## src/core/aci_pkg.sv

```systemverilog
// Purpose: shared constants for the converter command interpreter and its host end
// Assumes: byte-level link, one 250 MHz core clock
// Notes: command encodings are value/mask pairs; don't-care bits are masked off
package aci_pkg;
  // clock and conversion timing
  localparam int unsigned CLK_HZ = 250_000_000;
  localparam int unsigned SPS_20 = 20;
  localparam int unsigned SPS_90 = 90;
  localparam int unsigned SPS_330 = 330;
  localparam int unsigned SPS_1000 = 1000;
  localparam int unsigned CONV_CYC_20 = CLK_HZ / SPS_20;
  localparam int unsigned CONV_CYC_90 = CLK_HZ / SPS_90;
  localparam int unsigned CONV_CYC_330 = CLK_HZ / SPS_330;
  localparam int unsigned CONV_CYC_1000 = CLK_HZ / SPS_1000;
  localparam int unsigned CONV_CNT_W = 24;
  // command bytes
  localparam logic [7:0] CMD_RESET = 8'h06;
  localparam logic [7:0] CMD_RESET_MASK = 8'hfe;
  localparam logic [7:0] CMD_KICK = 8'h08;
  localparam logic [7:0] CMD_KICK_MASK = 8'hfe;
  localparam logic [7:0] CMD_SLEEP = 8'h02;
  localparam logic [7:0] CMD_SLEEP_MASK = 8'hfe;
  localparam logic [7:0] CMD_RESULT_READ = 8'h10;
  localparam logic [7:0] CMD_RESULT_READ_MASK = 8'hf0;
  localparam logic [7:0] CMD_REGISTER_READ = 8'h20;
  localparam logic [7:0] CMD_REGISTER_READ_MASK = 8'hf8;
  localparam int unsigned CMD_REG_SEL_BIT = 2;
  localparam logic [7:0] CMD_CONFIG_WRITE = 8'h40;
  localparam logic [7:0] CMD_CONFIG_WRITE_MASK = 8'hfc;
  // device register map (register index on the link)
  localparam logic REG_CONVERSION_SETUP = 1'b0;
  localparam logic REG_CONVERSION_STATE = 1'b1;
  localparam logic [7:0] SETUP_RESET = 8'h00;
  localparam int unsigned SETUP_MODE_BIT = 1;
  localparam int unsigned SETUP_RATE_LSB = 2;
  localparam int unsigned STATE_READY_BIT = 7;
  // result coding
  localparam int unsigned SAMPLE_W = 26;
  localparam logic [23:0] RESULT_MAX = 24'h7f_ffff;
  localparam logic [23:0] RESULT_MIN = 24'h80_0000;
  localparam int unsigned RESULT_BYTES = 3;
  // host APB map
  localparam logic [7:0] HOST_CTRL_OFS = 8'h00;
  localparam logic [7:0] HOST_STATUS_OFS = 8'h04;
  localparam logic [7:0] HOST_RDATA_OFS = 8'h08;
  localparam int unsigned CTRL_DATA_LSB = 8;
  localparam int unsigned CTRL_COUNT_LSB = 16;
  localparam int unsigned CTRL_READ_BIT = 18;
  localparam int unsigned STAT_BUSY_BIT = 0;
  localparam int unsigned STAT_READY_BIT = 1;
  localparam int unsigned STAT_FELL_BIT = 2;
endpackage

```

## src/core/aci_link_if.sv

```systemverilog
// Purpose: byte-level link between host end and converter end
// Assumes: bit-level bus engine sits outside; one strobe per latched byte
// Notes: result ready line is open drain, resolved here
`timescale 1ns/1ns
interface aci_link_if;
  logic frame_start;
  logic frame_read;
  logic frame_stop;
  logic wr_valid;
  logic [7:0] wr_byte;
  logic rd_req;
  logic rd_valid;
  logic [7:0] rd_byte;
  logic rdy_out;
  logic rdy_oe;
  logic rdy_line;
  // pull-up wins unless the device pulls low
  assign rdy_line = rdy_oe ? rdy_out : 1'b1;
  modport dev (input frame_start, frame_read, frame_stop, wr_valid, wr_byte, rd_req,
    output rd_valid, rd_byte, rdy_out, rdy_oe);
  modport host (output frame_start, frame_read, frame_stop, wr_valid, wr_byte, rd_req,
    input rd_valid, rd_byte, rdy_line);
endinterface

```

## src/core/aci_device.sv

```systemverilog
// Purpose: converter-side command interpreter, registers and conversion sequencing
// Assumes: each wr_valid marks a byte latched on its eighth falling clock edge
// Notes: analog front end is outside; sample_in is the raw filtered value
`timescale 1ns/1ns
// Functional notes
// RL1 - result saturates at full-scale codes, no wrap
// RL2 - reset, kick, sleep byte encodings
// RL3 - result, register read, config write encodings
// RL4 - act only on latched command bytes
// RL5 - reset restores defaults, link usable immediately
// RL6 - single-shot kick starts or restarts conversion
// RL7 - continuous kick starts, later kicks restart
// RL8 - sleep after current conversion, keep registers; a sleep in a single-shot conversion's last cycle is never taken
// RL9 - kick while asleep restores analog sections
// RL10 - result read loads newest result
// RL11 - completion during command keeps ready low
// RL12 - register read returns selected register
// RL13 - config write stores following data byte
// RL14 - config write clears filter, restarts conversion
// RL15 - ready pin falls on new result
// RL16 - status ready bit shows unread result
// RL17 - host polls at least at conversion rate
// RL18 - new result only loaded on result read
// RL19 - two 8-bit registers, zero reset, kept asleep
// RL20 - status ready bit clears on read-out
// RL21 - truncated config write leaves register unchanged
module aci_device
  import aci_pkg::*;
#(
  parameter int unsigned CYC_20 = CONV_CYC_20,
  parameter int unsigned CYC_90 = CONV_CYC_90,
  parameter int unsigned CYC_330 = CONV_CYC_330,
  parameter int unsigned CYC_1000 = CONV_CYC_1000
)
(
  input wire logic core_clk,
  input wire logic reset_n,
  aci_link_if.dev link,
  input wire logic [SAMPLE_W-1:0] sample_in,
  output logic analog_on,
  output logic filter_clear,
  output logic conv_busy,
  output logic [23:0] latest_result
);

  // counts must fit the conversion counter
  initial
  begin
    if (CYC_20 < 2 || CYC_90 < 2 || CYC_330 < 2 || CYC_1000 < 2 ||
        CYC_20 >= (1 << CONV_CNT_W) || CYC_90 >= (1 << CONV_CNT_W) ||
        CYC_330 >= (1 << CONV_CNT_W) || CYC_1000 >= (1 << CONV_CNT_W))
    begin
      $error("aci_device: conversion counts out of range");
    end
  end

  // saturating conversion of the wide sample to 24-bit two's complement
  function automatic logic [23:0] clip_result(input logic [SAMPLE_W-1:0] s);
    logic signed [SAMPLE_W-1:0] v;
    logic signed [SAMPLE_W-1:0] hi;
    logic signed [SAMPLE_W-1:0] lo;
    v = s;
    hi = SAMPLE_W'(signed'({1'b0, RESULT_MAX}));
    lo = SAMPLE_W'(signed'(RESULT_MIN));
    if (v > hi)
      clip_result = RESULT_MAX;
    else if (v < lo)
      clip_result = RESULT_MIN;
    else
      clip_result = v[23:0];
  endfunction

  // command match against a value/mask pair
  function automatic logic cmd_is(input logic [7:0] b, input logic [7:0] val,
                                  input logic [7:0] mask);
    cmd_is = (b & mask) == val;
  endfunction

  // conversion length for a rate setting, minus one
  function automatic logic [CONV_CNT_W-1:0] conv_last(input logic [1:0] rate);
    case (rate)
      2'd0: conv_last = CONV_CNT_W'(CYC_20 - 1);
      2'd1: conv_last = CONV_CNT_W'(CYC_90 - 1);
      2'd2: conv_last = CONV_CNT_W'(CYC_330 - 1);
      default: conv_last = CONV_CNT_W'(CYC_1000 - 1);
    endcase
  endfunction

  logic [7:0] setup;
  logic ready;
  logic asleep;
  logic sleep_pending;
  logic converting;
  logic [CONV_CNT_W-1:0] conv_cnt;
  logic [23:0] out_shift;
  logic in_write;
  logic first_byte;
  logic wait_data;
  logic conv_done;
  logic cmd_valid;
  logic do_reset;
  logic do_kick;
  logic do_sleep;
  logic do_result;
  logic do_regread;
  logic do_cfgcmd;
  logic do_cfgdata;
  logic [7:0] state_value;

  // decode only on a latched first byte of a write frame
  assign cmd_valid = link.wr_valid && in_write && first_byte && !wait_data; // RL4
  assign do_reset = cmd_valid && cmd_is(link.wr_byte, CMD_RESET, CMD_RESET_MASK); // RL2
  assign do_kick = cmd_valid && cmd_is(link.wr_byte, CMD_KICK, CMD_KICK_MASK); // RL2
  assign do_sleep = cmd_valid && cmd_is(link.wr_byte, CMD_SLEEP, CMD_SLEEP_MASK); // RL2
  assign do_result = cmd_valid &&
    cmd_is(link.wr_byte, CMD_RESULT_READ, CMD_RESULT_READ_MASK); // RL3
  assign do_regread = cmd_valid &&
    cmd_is(link.wr_byte, CMD_REGISTER_READ, CMD_REGISTER_READ_MASK); // RL3
  assign do_cfgcmd = cmd_valid &&
    cmd_is(link.wr_byte, CMD_CONFIG_WRITE, CMD_CONFIG_WRITE_MASK); // RL3
  assign do_cfgdata = link.wr_valid && in_write && wait_data; // RL13
  assign conv_done = converting && conv_cnt == conv_last(setup[SETUP_RATE_LSB +: 2]);
  // reserved status bits read as zero
  assign state_value = {ready, 7'h00};

  // frame tracking: which byte of a write frame is next
  always_ff @(posedge core_clk or negedge reset_n)
  begin
    if (!reset_n)
    begin
      in_write <= 1'b0;
      first_byte <= 1'b0;
    end
    else if (link.frame_start)
    begin
      in_write <= !link.frame_read;
      first_byte <= 1'b1;
    end
    else if (link.frame_stop)
    begin
      in_write <= 1'b0;
      first_byte <= 1'b0;
    end
    else if (link.wr_valid)
    begin
      first_byte <= 1'b0;
    end
  end

  // config write waits for its data byte; a stop abandons it
  always_ff @(posedge core_clk or negedge reset_n)
  begin
    if (!reset_n)
      wait_data <= 1'b0;
    else if (link.frame_stop || link.frame_start || do_cfgdata)
      wait_data <= 1'b0; // RL21
    else if (do_cfgcmd)
      wait_data <= 1'b1;
  end

  // configuration register, kept through sleep
  always_ff @(posedge core_clk or negedge reset_n)
  begin
    if (!reset_n)
      setup <= SETUP_RESET; // RL19
    else if (do_reset)
      setup <= SETUP_RESET; // RL5
    else if (do_cfgdata)
      setup <= link.wr_byte; // RL13
  end

  // conversion sequencing; a restart zeroes the counter
  always_ff @(posedge core_clk or negedge reset_n)
  begin
    if (!reset_n)
    begin
      converting <= 1'b0;
      conv_cnt <= '0;
    end
    else if (do_reset)
    begin
      converting <= 1'b0; // RL5
      conv_cnt <= '0;
    end
    else if (do_kick)
    begin
      converting <= 1'b1; // RL6 RL7 RL9
      conv_cnt <= '0;
    end
    else if (do_cfgdata && converting)
    begin
      conv_cnt <= '0; // RL14
    end
    else if (conv_done)
    begin
      conv_cnt <= '0;
      // continuous mode runs on unless sleep was asked for
      converting <= setup[SETUP_MODE_BIT] && !sleep_pending; // RL7 RL8
    end
    else if (converting)
    begin
      conv_cnt <= conv_cnt + 1'b1;
    end
  end

  // sleep waits for the running conversion; kick wakes
  always_ff @(posedge core_clk or negedge reset_n)
  begin
    if (!reset_n)
    begin
      asleep <= 1'b0;
      sleep_pending <= 1'b0;
    end
    else if (do_reset || do_kick)
    begin
      asleep <= 1'b0; // RL9
      sleep_pending <= 1'b0;
    end
    else if (do_sleep && !converting)
    begin
      asleep <= 1'b1; // RL8
    end
    else if (do_sleep)
    begin
      sleep_pending <= 1'b1; // RL8
    end
    else if (conv_done && sleep_pending)
    begin
      asleep <= 1'b1; // RL8
      sleep_pending <= 1'b0;
    end
  end

  // newest clipped result
  always_ff @(posedge core_clk or negedge reset_n)
  begin
    if (!reset_n)
      latest_result <= 24'h00_0000;
    else if (do_reset)
      latest_result <= 24'h00_0000;
    else if (conv_done)
      latest_result <= clip_result(sample_in); // RL1
  end

  // ready flag: completion beats the clear of a same-cycle read;
  // a reset command beats both, or a late completion would survive it
  always_ff @(posedge core_clk or negedge reset_n)
  begin
    if (!reset_n)
      ready <= 1'b0;
    else if (do_reset)
      ready <= 1'b0; // RL5
    else if (conv_done)
      ready <= 1'b1; // RL15 RL16 RL11
    else if (do_result)
      ready <= 1'b0; // RL20
  end

  // output shift register only loads on a read command, shifts on each read request
  always_ff @(posedge core_clk or negedge reset_n)
  begin
    if (!reset_n)
      out_shift <= 24'h00_0000;
    else if (do_reset)
      out_shift <= 24'h00_0000;
    else if (do_result)
      out_shift <= latest_result; // RL10 RL18 RL11
    else if (do_regread)
      // register value goes out first, zeros follow
      out_shift <= {(link.wr_byte[CMD_REG_SEL_BIT] == REG_CONVERSION_STATE) ?
                    state_value : setup, 16'h0000}; // RL12
    else if (link.rd_req)
      out_shift <= {out_shift[15:0], 8'h00};
  end

  // read bytes go out one cycle after each request, msb first
  always_ff @(posedge core_clk or negedge reset_n)
  begin
    if (!reset_n)
    begin
      link.rd_valid <= 1'b0;
      link.rd_byte <= 8'h00;
    end
    else
    begin
      link.rd_valid <= link.rd_req;
      if (link.rd_req)
        link.rd_byte <= out_shift[23:16];
    end
  end

  // open drain: pull low while a result waits
  assign link.rdy_out = 1'b0;
  assign link.rdy_oe = ready; // RL15
  // filter clear on every kick and every config write that gets its data byte
  assign filter_clear = do_kick || do_cfgdata; // RL6 RL14
  assign analog_on = !asleep; // RL8
  assign conv_busy = converting;

endmodule

```

## src/flat_wrapper.sv

```systemverilog
// flat-port wrapper written by rule: the top's interface ports become plain ports
module aci_device_flat import aci_pkg::*;
#(
  parameter int unsigned CYC_20 = CONV_CYC_20,
  parameter int unsigned CYC_90 = CONV_CYC_90,
  parameter int unsigned CYC_330 = CONV_CYC_330,
  parameter int unsigned CYC_1000 = CONV_CYC_1000
)
  (core_clk, reset_n, sample_in, analog_on, filter_clear, conv_busy, latest_result, link_frame_start, link_frame_read, link_frame_stop, link_wr_valid, link_wr_byte, link_rd_req, link_rd_valid, link_rd_byte, link_rdy_out, link_rdy_oe);
  aci_link_if link_i ();
  input wire logic core_clk;
  input wire logic reset_n;
  input wire logic [SAMPLE_W-1:0] sample_in;
  output logic analog_on;
  output logic filter_clear;
  output logic conv_busy;
  output logic [23:0] latest_result;
  input wire logic [$bits(link_i.frame_start)-1:0] link_frame_start;
  input wire logic [$bits(link_i.frame_read)-1:0] link_frame_read;
  input wire logic [$bits(link_i.frame_stop)-1:0] link_frame_stop;
  input wire logic [$bits(link_i.wr_valid)-1:0] link_wr_valid;
  input wire logic [$bits(link_i.wr_byte)-1:0] link_wr_byte;
  input wire logic [$bits(link_i.rd_req)-1:0] link_rd_req;
  output wire logic [$bits(link_i.rd_valid)-1:0] link_rd_valid;
  output wire logic [$bits(link_i.rd_byte)-1:0] link_rd_byte;
  output wire logic [$bits(link_i.rdy_out)-1:0] link_rdy_out;
  output wire logic [$bits(link_i.rdy_oe)-1:0] link_rdy_oe;
  assign link_i.frame_start = link_frame_start;
  assign link_i.frame_read = link_frame_read;
  assign link_i.frame_stop = link_frame_stop;
  assign link_i.wr_valid = link_wr_valid;
  assign link_i.wr_byte = link_wr_byte;
  assign link_i.rd_req = link_rd_req;
  assign link_rd_valid = link_i.rd_valid;
  assign link_rd_byte = link_i.rd_byte;
  assign link_rdy_out = link_i.rdy_out;
  assign link_rdy_oe = link_i.rdy_oe;
  aci_device #(.CYC_20(CYC_20), .CYC_90(CYC_90), .CYC_330(CYC_330), .CYC_1000(CYC_1000)) u_core (.core_clk(core_clk), .reset_n(reset_n), .link(link_i), .sample_in(sample_in), .analog_on(analog_on), .filter_clear(filter_clear), .conv_busy(conv_busy), .latest_result(latest_result));
endmodule
```

## config.mk

```make
export PLATFORM = sky130hd
export DESIGN_NAME = aci_device_flat
export DESIGN_NICKNAME = d
export VERILOG_FILES = /design/src/core/aci_pkg.sv /design/src/core/aci_link_if.sv /design/src/core/aci_device.sv /design/src/flat_wrapper.sv
export SDC_FILE = /design/constraint.sdc
export NUM_CORES = 1
export LEC_CHECK = 0
export BUFFER_PORTS_ARGS = -buffer_cell sky130_fd_sc_hd__buf_2
export CAP_MARGIN = 20
export CORE_ASPECT_RATIO = 2
export CORE_UTILIZATION = 26
export CTS_CLUSTER_SIZE = 10
export DETAILED_ROUTE_END_ITERATION = 12
export GPL_TIMING_DRIVEN = 0
export HOLD_SLACK_MARGIN = 0.1
export PLACE_DENSITY = 0.42
export SYNTH_ARGS = -nofsm -noshare
export SYNTH_HDL_FRONTEND = slang
export SYNTH_SLANG_ARGS = --single-unit
```

## constraint.sdc

```tcl
create_clock -name core_clk -period 2.9 [get_ports core_clk]
set_clock_uncertainty 0.05 [all_clocks]
set_input_delay 0.145 -clock core_clk [delete_from_list [all_inputs] [get_ports core_clk]]
set_output_delay 0.145 -clock core_clk [all_outputs]
set_load 0.005 [all_outputs]
```

# Word-level counts from Yosys, hierarchy flattened
# Index checks and enable logic that the tools add are counted.
totals:
  wordCells: 106
  inputBits: 41
  reg_bits: 96
  output_inout_bits: 38
classes:
  reduce_logical: 39
  addsub: 1
  n_mux: 39
  eq_ne: 12
  order_cmp: 2
op_table:
  columns: ["op", "count"]
  rows:
  - ["24-bit 2-to-1 mux", 13]
  - ["24-bit one-hot mux with 3 select lines", 1]
  - ["26-bit by 24-bit greater-than comparator with 1-bit output, second input constant", 1]
  - ["26-bit by 24-bit < comparator with 1-bit output, second input constant", 1]
  - ["24-bit by 1-bit adder with 24-bit output, second input constant", 1]
  - ["24-bit == test", 1]
  - ["8-bit 2-to-1 mux", 3]
  - ["1-bit 2-to-1 mux", 22]
  - ["1-bit logical AND", 15]
  - ["3-bit nonzero test", 5]
  - ["2-bit nonzero test", 4]
  - ["7-bit by 1-bit == test with 1-bit output, second input constant", 1]
  - ["7-bit by 2-bit == test with 1-bit output, second input constant", 1]
  - ["7-bit by 3-bit == test with 1-bit output, second input constant", 1]
  - ["6-bit by 5-bit == test with 1-bit output, second input constant", 1]
  - ["2-bit AND reduction", 3]
  - ["5-bit by 3-bit == test with 1-bit output, second input constant", 1]
  - ["1-bit logical NOT", 5]
  - ["5-bit nonzero test", 1]
  - ["4-bit by 1-bit == test with 1-bit output, second input constant", 1]
  - ["1-bit logical OR", 4]
  - ["4-bit nonzero test", 1]
  - ["3-bit by 1-bit inequality test with 1-bit output, second input constant", 1]
  - ["3-bit inequality test, second input constant", 1]
  - ["4 further kinds", 4]

# Longest topological paths before layout
# Gate-level depths: netlist (run 1).
depth:
  depth_word: 9
  ltp_mapped: 8

# Worst setup path after synthesis (run 1)
# OpenSTA, ideal clock, no wires.
synth_timing:
  path_type: "register to register"
  start: "register u_core.setup[3]"
  end: "register u_core.latest_result[13]"
  path_buffers: 1
  stages_incl_launch_ff: 8
  synth_period_minus_slack_ns: 2.629
  arrival_time_ns: 2.459
  setup_slack_ns: 0.271
  setup_ns: 0.120
  path_cell_list: "dfrtp_1 > inv_1 > ha_1 > or4_1 > a222oi_1 > a21oi_2 > buf_2 > o2bb2ai_2"
synth_via:
  elab_chain_len: 5
  word_cells_on_any_way: 7
synth_rtl:
  columns: ["element", "line_no", "rtl"]
  rows:
  - ["from (decl)", "aci_device.sv:89", "logic [7:0] setup;"]
  - ["from (signal assigned)", "aci_device.sv:169", "setup <= link.wr_byte;"]
  - ["2-bit == test (tied with other cells)", "aci_device.sv:81", "case (rate)"]
  - ["24-bit one-hot mux with 3 select lines (*)", "aci_device.sv:81", null]
  - ["24-bit == test (*)", "aci_device.sv:122", "assign conv_done = converting && conv_cnt == conv_last(setup[SETUP_RATE_LSB +: 2]);"]
  - ["1-bit logical AND (*)", "aci_device.sv:122", null]
  - ["2-bit nonzero test (no line) (*)", null, null]
  - ["to (signal assigned)", "aci_device.sv:242", "latest_result <= clip_result(sample_in);"]
  - ["to (decl)", "aci_device.sv:43", "output logic [23:0] latest_result"]
# Every way passes the cells marked *; elsewhere a longest branch is shown, timed or not.
# A chain may end at the register's enable or synchronous reset.

# Worst setup path in the final report (run 1)
layout_timing:
  start: "register u_core.conv_cnt[0]"
  end: "register u_core.conv_cnt[18]"
layout_via:
  elab_chain_len: 6
  word_cells_on_any_way: 9
layout_rtl:
  columns: ["element", "line_no", "rtl"]
  rows:
  - ["from (decl)", "aci_device.sv:94", "logic [CONV_CNT_W-1:0] conv_cnt;"]
  - ["from (signal assigned)", "aci_device.sv:202", "conv_cnt <= conv_cnt + 1'b1;"]
  - ["24-bit by 1-bit adder with 24-bit output / 24-bit == test (equally long branches)", "aci_device.sv:202, aci_device.sv:122", null]
  - ["24-bit 2-to-1 mux / 1-bit logical AND (equally long branches)", "aci_device.sv:200, aci_device.sv:122", null]
  - ["24-bit 2-to-1 mux", "aci_device.sv:194", "else if (conv_done)"]
  - ["24-bit 2-to-1 mux", "aci_device.sv:190", "else if (do_cfgdata && converting)"]
  - ["24-bit 2-to-1 mux", "aci_device.sv:185", "else if (do_kick)"]
  - ["24-bit 2-to-1 mux", "aci_device.sv:180", "else if (do_reset)"]
# Several ways; a longest one is shown, not always the timed one. The select of a mux whose other input is x is not followed.

==> out/metrics.yaml, run 1 <==
status: "completed"
endpoint_kind: "flop"
power_uw: 3160
wl_per_cell_microns: 19.2
use_met2_pct: 35.9
cts_root_buffer: "clkbuf_16"
cts_tree: "built"
worstSkewPairLatency_ns: 0.35
power_frac_comb_pct: 13.5
overflow: 0
grt_use_met1_pct: 17.1
max_freq_ghz: 0.357
first_pass_iters: 5
path_class: "flop to flop"
start_util_pct: 26.6
crit_path_max_incr_delay_ns: 0.64
htreeDepth: 3
synthTopCellsByArea: "dfrtp_1, o2bb2ai_2, nor2_1"
p_switching_uw: 866
synth.avg_cell_area_sq_um: 9.92
rows: 71
dieArea_sq_um: 19800
ant_nets: 0
required_ns: 3.12
r2r-end: "u_core.conv_cnt[18]$_DFFE_PN0P_"
crit_chain: "ha_1, nand3_1, nor4_2, nand2_1, or4_1, a31oi_1"
slowest_stage: "nor4_2"
rr_worst_depth: 6
clock_sinks: 96
power_density_nw_per_um2: 490
crit_arrival_ns: 3.02
grt_antenna_before_repair: 0
syn_inst: 504
grt_pass1_wl_microns: 26900
dp_slack_ns: -0.563
ir_drop_mv: 0.258
place.gp.congestion: 0.921
crit_family: "simple AND/OR/NAND/NOR gates"
grt_usage_pct: 18.4
drive_gt1_share_pct: 22.7
coreArea_sq_um: 18800
hold_path.class: "primary input to flop"
gr-max-usage-layer: "met2"
io_pins: 79
cp.depth: 6
die_w_microns: 100
setup_violations: 0
maxSlewViolCount: 0
grt_max_degree: 55
p_clk_share_pct: 38.7
p_seq_share_pct: 47.8
nNetsFinal: 679
drv_cap: 0
drt_iter0_drc: 226
fp.dieH_microns: 198
worstPathMaxFanout: 8
synth_top_area_share_pct: 48.0
startpoint: "u_core.conv_cnt[0]$_DFFE_PN0P_"
num_vias: 4539
syn_nets: 551
grt_pass1_vias: 4848
path_buf_inv: 0
worstSetupStartpointType: "flop"
timing.rr.start: "u_core.conv_cnt[0]$_DFFE_PN0P_"
vias_per_cell: 5.10
synth_flop_cell: "dfrtp_1"
max_slew_margin_pct: 57.6
sw_frac_of_total_pct: 27.4
post-dp-hpwl_microns: 13300
final-hold-violation-count: 0
rsz0062_at_grt: "no"
r2r_setup_slack_ns: 0.1
synth_largest_area_cell: "dfrtp_1"
clk_pin_slew_worst_paths_ns: 0.07
grtUsageMet3_pct: 2.89
leakage_uw: 0.00283
area_growth_pct: 28.9
hold_slack_ns: 0.103
async_flop_share_pct: 100
min_period_over_period_pct: 96.6
numCtsBuffers: 9
syn_area_sq_um: 5000
ys_ff_latch: 96
drt_wl_total_microns: 17100
antenna_cells: 0
synth-edff-count: 0
power.internal_uw: 2290
ys_warn_count: 0
setup-tns-final_ns: 0
period_minus_slack_ns: 2.80
clock_path_buffers: 2
mostFrequentLayoutCell: "dfrtp_1"
ys_types: 58
io_buffers: 77
stdcell_count: 890
worst_pin_slew_ns: 0.631
yosysSeqAreaShare_pct: 48.0
final_cell_mix: "dfrtp_1, buf_2, nor2_1"
crit_path_end: "u_core.conv_cnt[18]$_DFFE_PN0P_"
placedCellCount: 837
drc: 0
fin_ws_ns: 0.0980
## per-layer routing
layer / share of wire [%] / vias up
met5: 0 / -
met4: 5.1 / 0
met3: 3.5 / 47
met2: 58 / 151
met1: 33 / 2213
li1: - / 2128
## synthesized netlist by cell type, types with 2 or more instances
master	n
o2bb2ai_2	19
inv_1	7
nand2b_1	2
nand3_1	12
ha_1	6
and4_1	2
nor2b_1	2
a22o_1	8
o211ai_1	7
or4_1	11
a31oi_1	11
a22oi_1	6
o31ai_1	7
a21oi_1	30
nand2_1	52
and2_1	3
nor2_1	55
a311oi_1	2
nor3b_1	8
o311ai_0	3
nand4_1	9
and4b_1	3
or3_1	4
mux2_2	12
mux2i_1	4
a211oi_1	6
o21ai_0	30
buf_6	3
nor3_1	5
nor4_1	4
buf_2	4
dfrtp_1	96
o2bb2ai_1	4
clkbuf_1	26
nand4b_1	5
and3_1	12
a21o_1	2
nor4bb_1	2
## worst reg2reg max path: stages (launching register included)
cell and delay [ns]:
dfrtp_1 0.48, ha_1 0.24, nand3_1 0.29, nor4_2 0.64, nand2_1 0.36, or4_1 0.48, a31oi_1 0.18
## how the worst min path moves through the flow
stage	depth (start not counted)	slack [ns]	from	to
detailed placement	1	0.16	reset_n	u_core.conv_cnt[8]$_DFFE_PN0P_
global placement	1	0.22	link_rd_req	u_core.link.rd_valid$_DFF_PN0_
finish	3	0.10	link_wr_byte[7]	u_core.setup[7]$_DFFE_PN0P_
CTS	3	0.11	link_wr_byte[7]	u_core.setup[7]$_DFFE_PN0P_
floorplan	0	-0.20	reset_n	u_core.asleep$_DFFE_PN0P_
global route	3	0.11	link_wr_byte[7]	u_core.setup[7]$_DFFE_PN0P_
## area by class of cell
class                           count  area [sq um]
Buffer                             34           164
Clock buffer                       11           253
Clock inverter                      3          42.5
Fill cell                        2066         12400
Inverter                            7          26.3
Multi-Input combinational cell    367          2440
Sequential cell                    96          2400
Tap cell                          255           319
Timing Repair Buffer              117           798
## cells by family after synthesis
| group | after synthesis | synth area share [%] |
|---|---|---|
| flip-flops | 96 | 48.0 |
| AO/OA/AOI/OAI | 144 | 22.2 |
| buffers and inverters | 41 | 3.70 |
| adder cells (fa/ha/maj) | 6 | 1.50 |
| XOR/XNOR | 1 | 0.175 |
| AND/OR/NAND/NOR | 199 | 20.8 |
| other | 1 | 0.0750 |
| multiplexers | 16 | 3.50 |
## registers in the layout (all words and copies together) (netlist names), 8 cells and up
| register | flops |
|---|---|
| u_core.out_shift | 24 |
| u_core.latest_result | 24 |
| u_core.link.rd_byte | 8 |
| u_core.setup | 8 |
| u_core.conv_cnt | 24 |
## power groups by stage
| stage | clock network, uW | registers, uW | logic, uW |
|---|---|---|---|
| floorplan | 0 | 1490 | 245 |
| finish | 1220 | 1510 | 427 |
| detailed placement | 0 | 1530 | 390 |
| global route | 1310 | 1520 | 482 |
| global placement | 0 | 1530 | 378 |
| CTS | 1250 | 1500 | 434 |
## metrics by stage
| stage | util (%) | area, sq um |
|---|---|---|
| global route | 34.2 | 6440 |
| global placement | 30.3 | 5710 |
| floorplan | - | 5000 |
| detailed placement | 30.5 | 5740 |
| finish | 34.2 | 6440 |
| CTS | 34.1 | 6420 |
## repair_timing
action                     4_1_cts  5_1_grt
hold buffers                    36        0
pin swaps                        1        1
buffers inserted                 2        1
hold endpoints to repair        75        0
resized for setup                4        3
setup endpoints to repair       52       21
No activity file was read; power rests on OpenSTA's default activity.
==> run 2, diff against run 1 <==
Settings changed: ABC_AREA set to 1, PLACE_DENSITY 0.42 to 0.41, RECOVER_POWER set to 50, SLEW_MARGIN set to 20.
==> run 2 against run 1 <==
The run now ends with capacitance limit, slew limit left. Cell count up 29%. Sequential share of layout area decreased by 2.8 points. Critical path depth is 8 higher. Routed wire length up 3.5%. Flip-flop and latch count unchanged. Worst setup slack better by 0.20 ns. First-iteration DRC count decreased by 14%. Fmax up 7.8%. Cell area up 8.0%. Global-route usage decreased by 1.4 points. Combinational power is 35% higher.
==> out/metrics.yaml, run 2 <==
ys_types: 39
rr_worst_depth: 14
crit_arrival_ns: 2.78
synth-edff-count: 0
synth.avg_cell_area_sq_um: 7.43
drc: 0
failed_checks: "capacitance limit, slew limit"
antenna_cells: 0
async_flop_share_pct: 100
use_met2_pct: 37.0
syn_nets: 793
grt_pass1_vias: 5170
synth.most_common_cell: "nand2_1"
vias_per_cell: 4.44
drive_gt1_share_pct: 16.0
ctsHoldBuffers: 35
synth_top_area_share_pct: 43.4
synth_flop_cell: "dfrtp_1"
maxSlewViolCount: 24
power_density_nw_per_um2: 499
cts_root_buffer: "clkbuf_16"
hold_path.class: "primary input to flop"
gr-max-usage-layer: "met2"
power_uw: 3470
r2r_setup_slack_ns: 0.30
hp-start: "sample_in[20]"
coreArea_sq_um: 20900
ir_drop_mv: 0.251
holdPathEnd: "u_core.latest_result[20]$_DFFE_PN0P_"
dieArea_sq_um: 21900
cts_tree: "built"
worstSetupStartpointType: "flop"
clock_sinks: 96
grt_antenna_before_repair: 0
io_pins: 79
yosysSeqAreaShare_pct: 43.4
leakage_uw: 0.00360
die_w_microns: 105
worst_pin_slew_ns: 1.51
drt_wl_total_microns: 17700
first_pass_iters: 5
required_ns: 3.08
r2r-end: "u_core.conv_cnt[7]$_DFFE_PN0P_"
ys_ff_latch: 96
clk_pin_slew_worst_paths_ns: 0.07
nFillCells: 2307
whs_path_depth: 5
setup-tns-final_ns: 0
grt_max_degree: 74
ctsResizeCount: 0
syn_inst: 746
place.gp.congestion: 0.826
clock_path_buffers: 2
path_class: "flop to flop"
num_vias: 5084
rsz0062_at_grt: "no"
ys_warn_count: 0
nNetsFinal: 917
max_freq_ghz: 0.385
synth_common_cells: "nand2_1, dfrtp_1, inv_1"
grt_usage_pct: 16.9
start_util_pct: 26.5
wl_per_cell_microns: 15.4
rows: 75
grt_use_met1_pct: 14.6
ant_nets: 0
final_cell_mix: "nand2_1, dfrtp_1, inv_1"
endpoint_kind: "flop"
reg_top3: "u_core.conv_cnt (24), u_core.latest_result (24), u_core.out_shift (24)"
timing.rr.start: "u_core.setup[3]$_DFFE_PN0P_"
synth_largest_area_cell: "dfrtp_1"
grt_pass1_wl_microns: 27700
setup_violations: 0
worstPathMaxFanout: 10
grtUsageMet3_pct: 1.82
syn_area_sq_um: 5540
min_period_over_period_pct: 89.6
area_growth_pct: 25.6
mostFrequentLayoutCell: "nand2_1"
fp.dieH_microns: 208
final-hold-violation-count: 0
post-dp-hpwl_microns: 13700
overflow: 0
period_minus_slack_ns: 2.60
worstSkewPairLatency_ns: 0.36
synthTopCellsByArea: "dfrtp_1, nand2_1, nand3_1"
drv_cap: 1
htreeDepth: 3
status: "complete, but fails checks"
drt_iter0_drc: 195
numCtsBuffers: 9
max_slew_margin_pct: -0.668
post_cts_buffers: 0
io_buffers: 77
-- run 2: logic make-up (layout without fill, tap and decap cells) --
kind of cell	Yosys count	count (layout)	synth area share (%)
buffers and inverters	122	251	9.35
other	1	1	0.0677
multiplexers	9	9	1.81
AO/OA/AOI/OAI	77	77	8.20
adder cells (fa/ha/maj)	6	6	1.35
XOR/XNOR	18	18	2.84
flip-flops	96	96	43.4
AND/OR/NAND/NOR	417	417	33.0
-- run 2: where the power goes --
group | leakage [uW] | internal (uW) | switching [uW]
Clock | 0.000163 | 829 | 534
Combinational | 0.00217 | 246 | 330
Sequential | 0.00127 | 1430 | 101
-- run 2: routing by layer --
layer	part of all wire [%]	vias up
li1	-	2585
met1	33	2396
met2	62	81
met3	1.7	22
met4	2.5	0
met5	0	-
-- run 2: area by class of cell --
cell class              count  area [sq um]  area share (%)
inverters                  93           354            5.09
multi-input cells         528          2620            37.6
clock buffers              14           274            3.94
flip-flops and latches     96          2400            34.5
plain buffers              29           164            2.35
well taps                 269           337            4.83
clock inverters             2          60.1           0.863
repair buffers            113           751            10.8
-- run 2: stage by stage --
step	hold WS [ns]	util [%]	setup slack (ns)	cells	cell area, sq um
3_3_place_gp	0.215	29.9	0.227	1092	6260
6_report	0.0978	33.3	0.302	1144	6960
4_1_cts	0.102	33.4	0.225	1144	6980
2_1_floorplan	-0.201	-	0.859	746	5540
5_1_grt	0.142	33.3	0.0823	1144	6960
3_5_place_dp	-0.0206	30.1	0.258	1093	6300
-- run 2: worst max path at each step --
stage / slack (ns) / cells past startpoint / startpoint / endpoint
floorplan: 0.86 / 16 / u_core.setup[3]$_DFFE_PN0P_ / u_core.conv_busy$_DFFE_PN0P_
global placement: 0.23 / 14 / u_core.setup[3]$_DFFE_PN0P_ / u_core.conv_cnt[4]$_DFFE_PN0P_
detailed placement: 0.26 / 14 / u_core.setup[3]$_DFFE_PN0P_ / u_core.conv_cnt[4]$_DFFE_PN0P_
CTS: 0.23 / 14 / u_core.setup[3]$_DFFE_PN0P_ / u_core.conv_cnt[4]$_DFFE_PN0P_
global route: 0.08 / 16 / u_core.setup[3]$_DFFE_PN0P_ / u_core.conv_busy$_DFFE_PN0P_
finish: 0.30 / 14 / u_core.setup[3]$_DFFE_PN0P_ / u_core.conv_cnt[7]$_DFFE_PN0P_
-- run 2: worst max-delay path, stage by stage, from the launching register on --
cell	delay [ns]
dfrtp_1	0.37
buf_2	0.22
inv_1	0.14
ha_1	0.37
inv_1	0.10
nand2_1	0.05
nand2_1	0.13
nand2_1	0.07
nor2_1	0.10
nand2_1	0.06
nor2_2	0.11
nand2_2	0.16
nand3_4	0.18
buf_2	0.27
o21bai_1	0.10
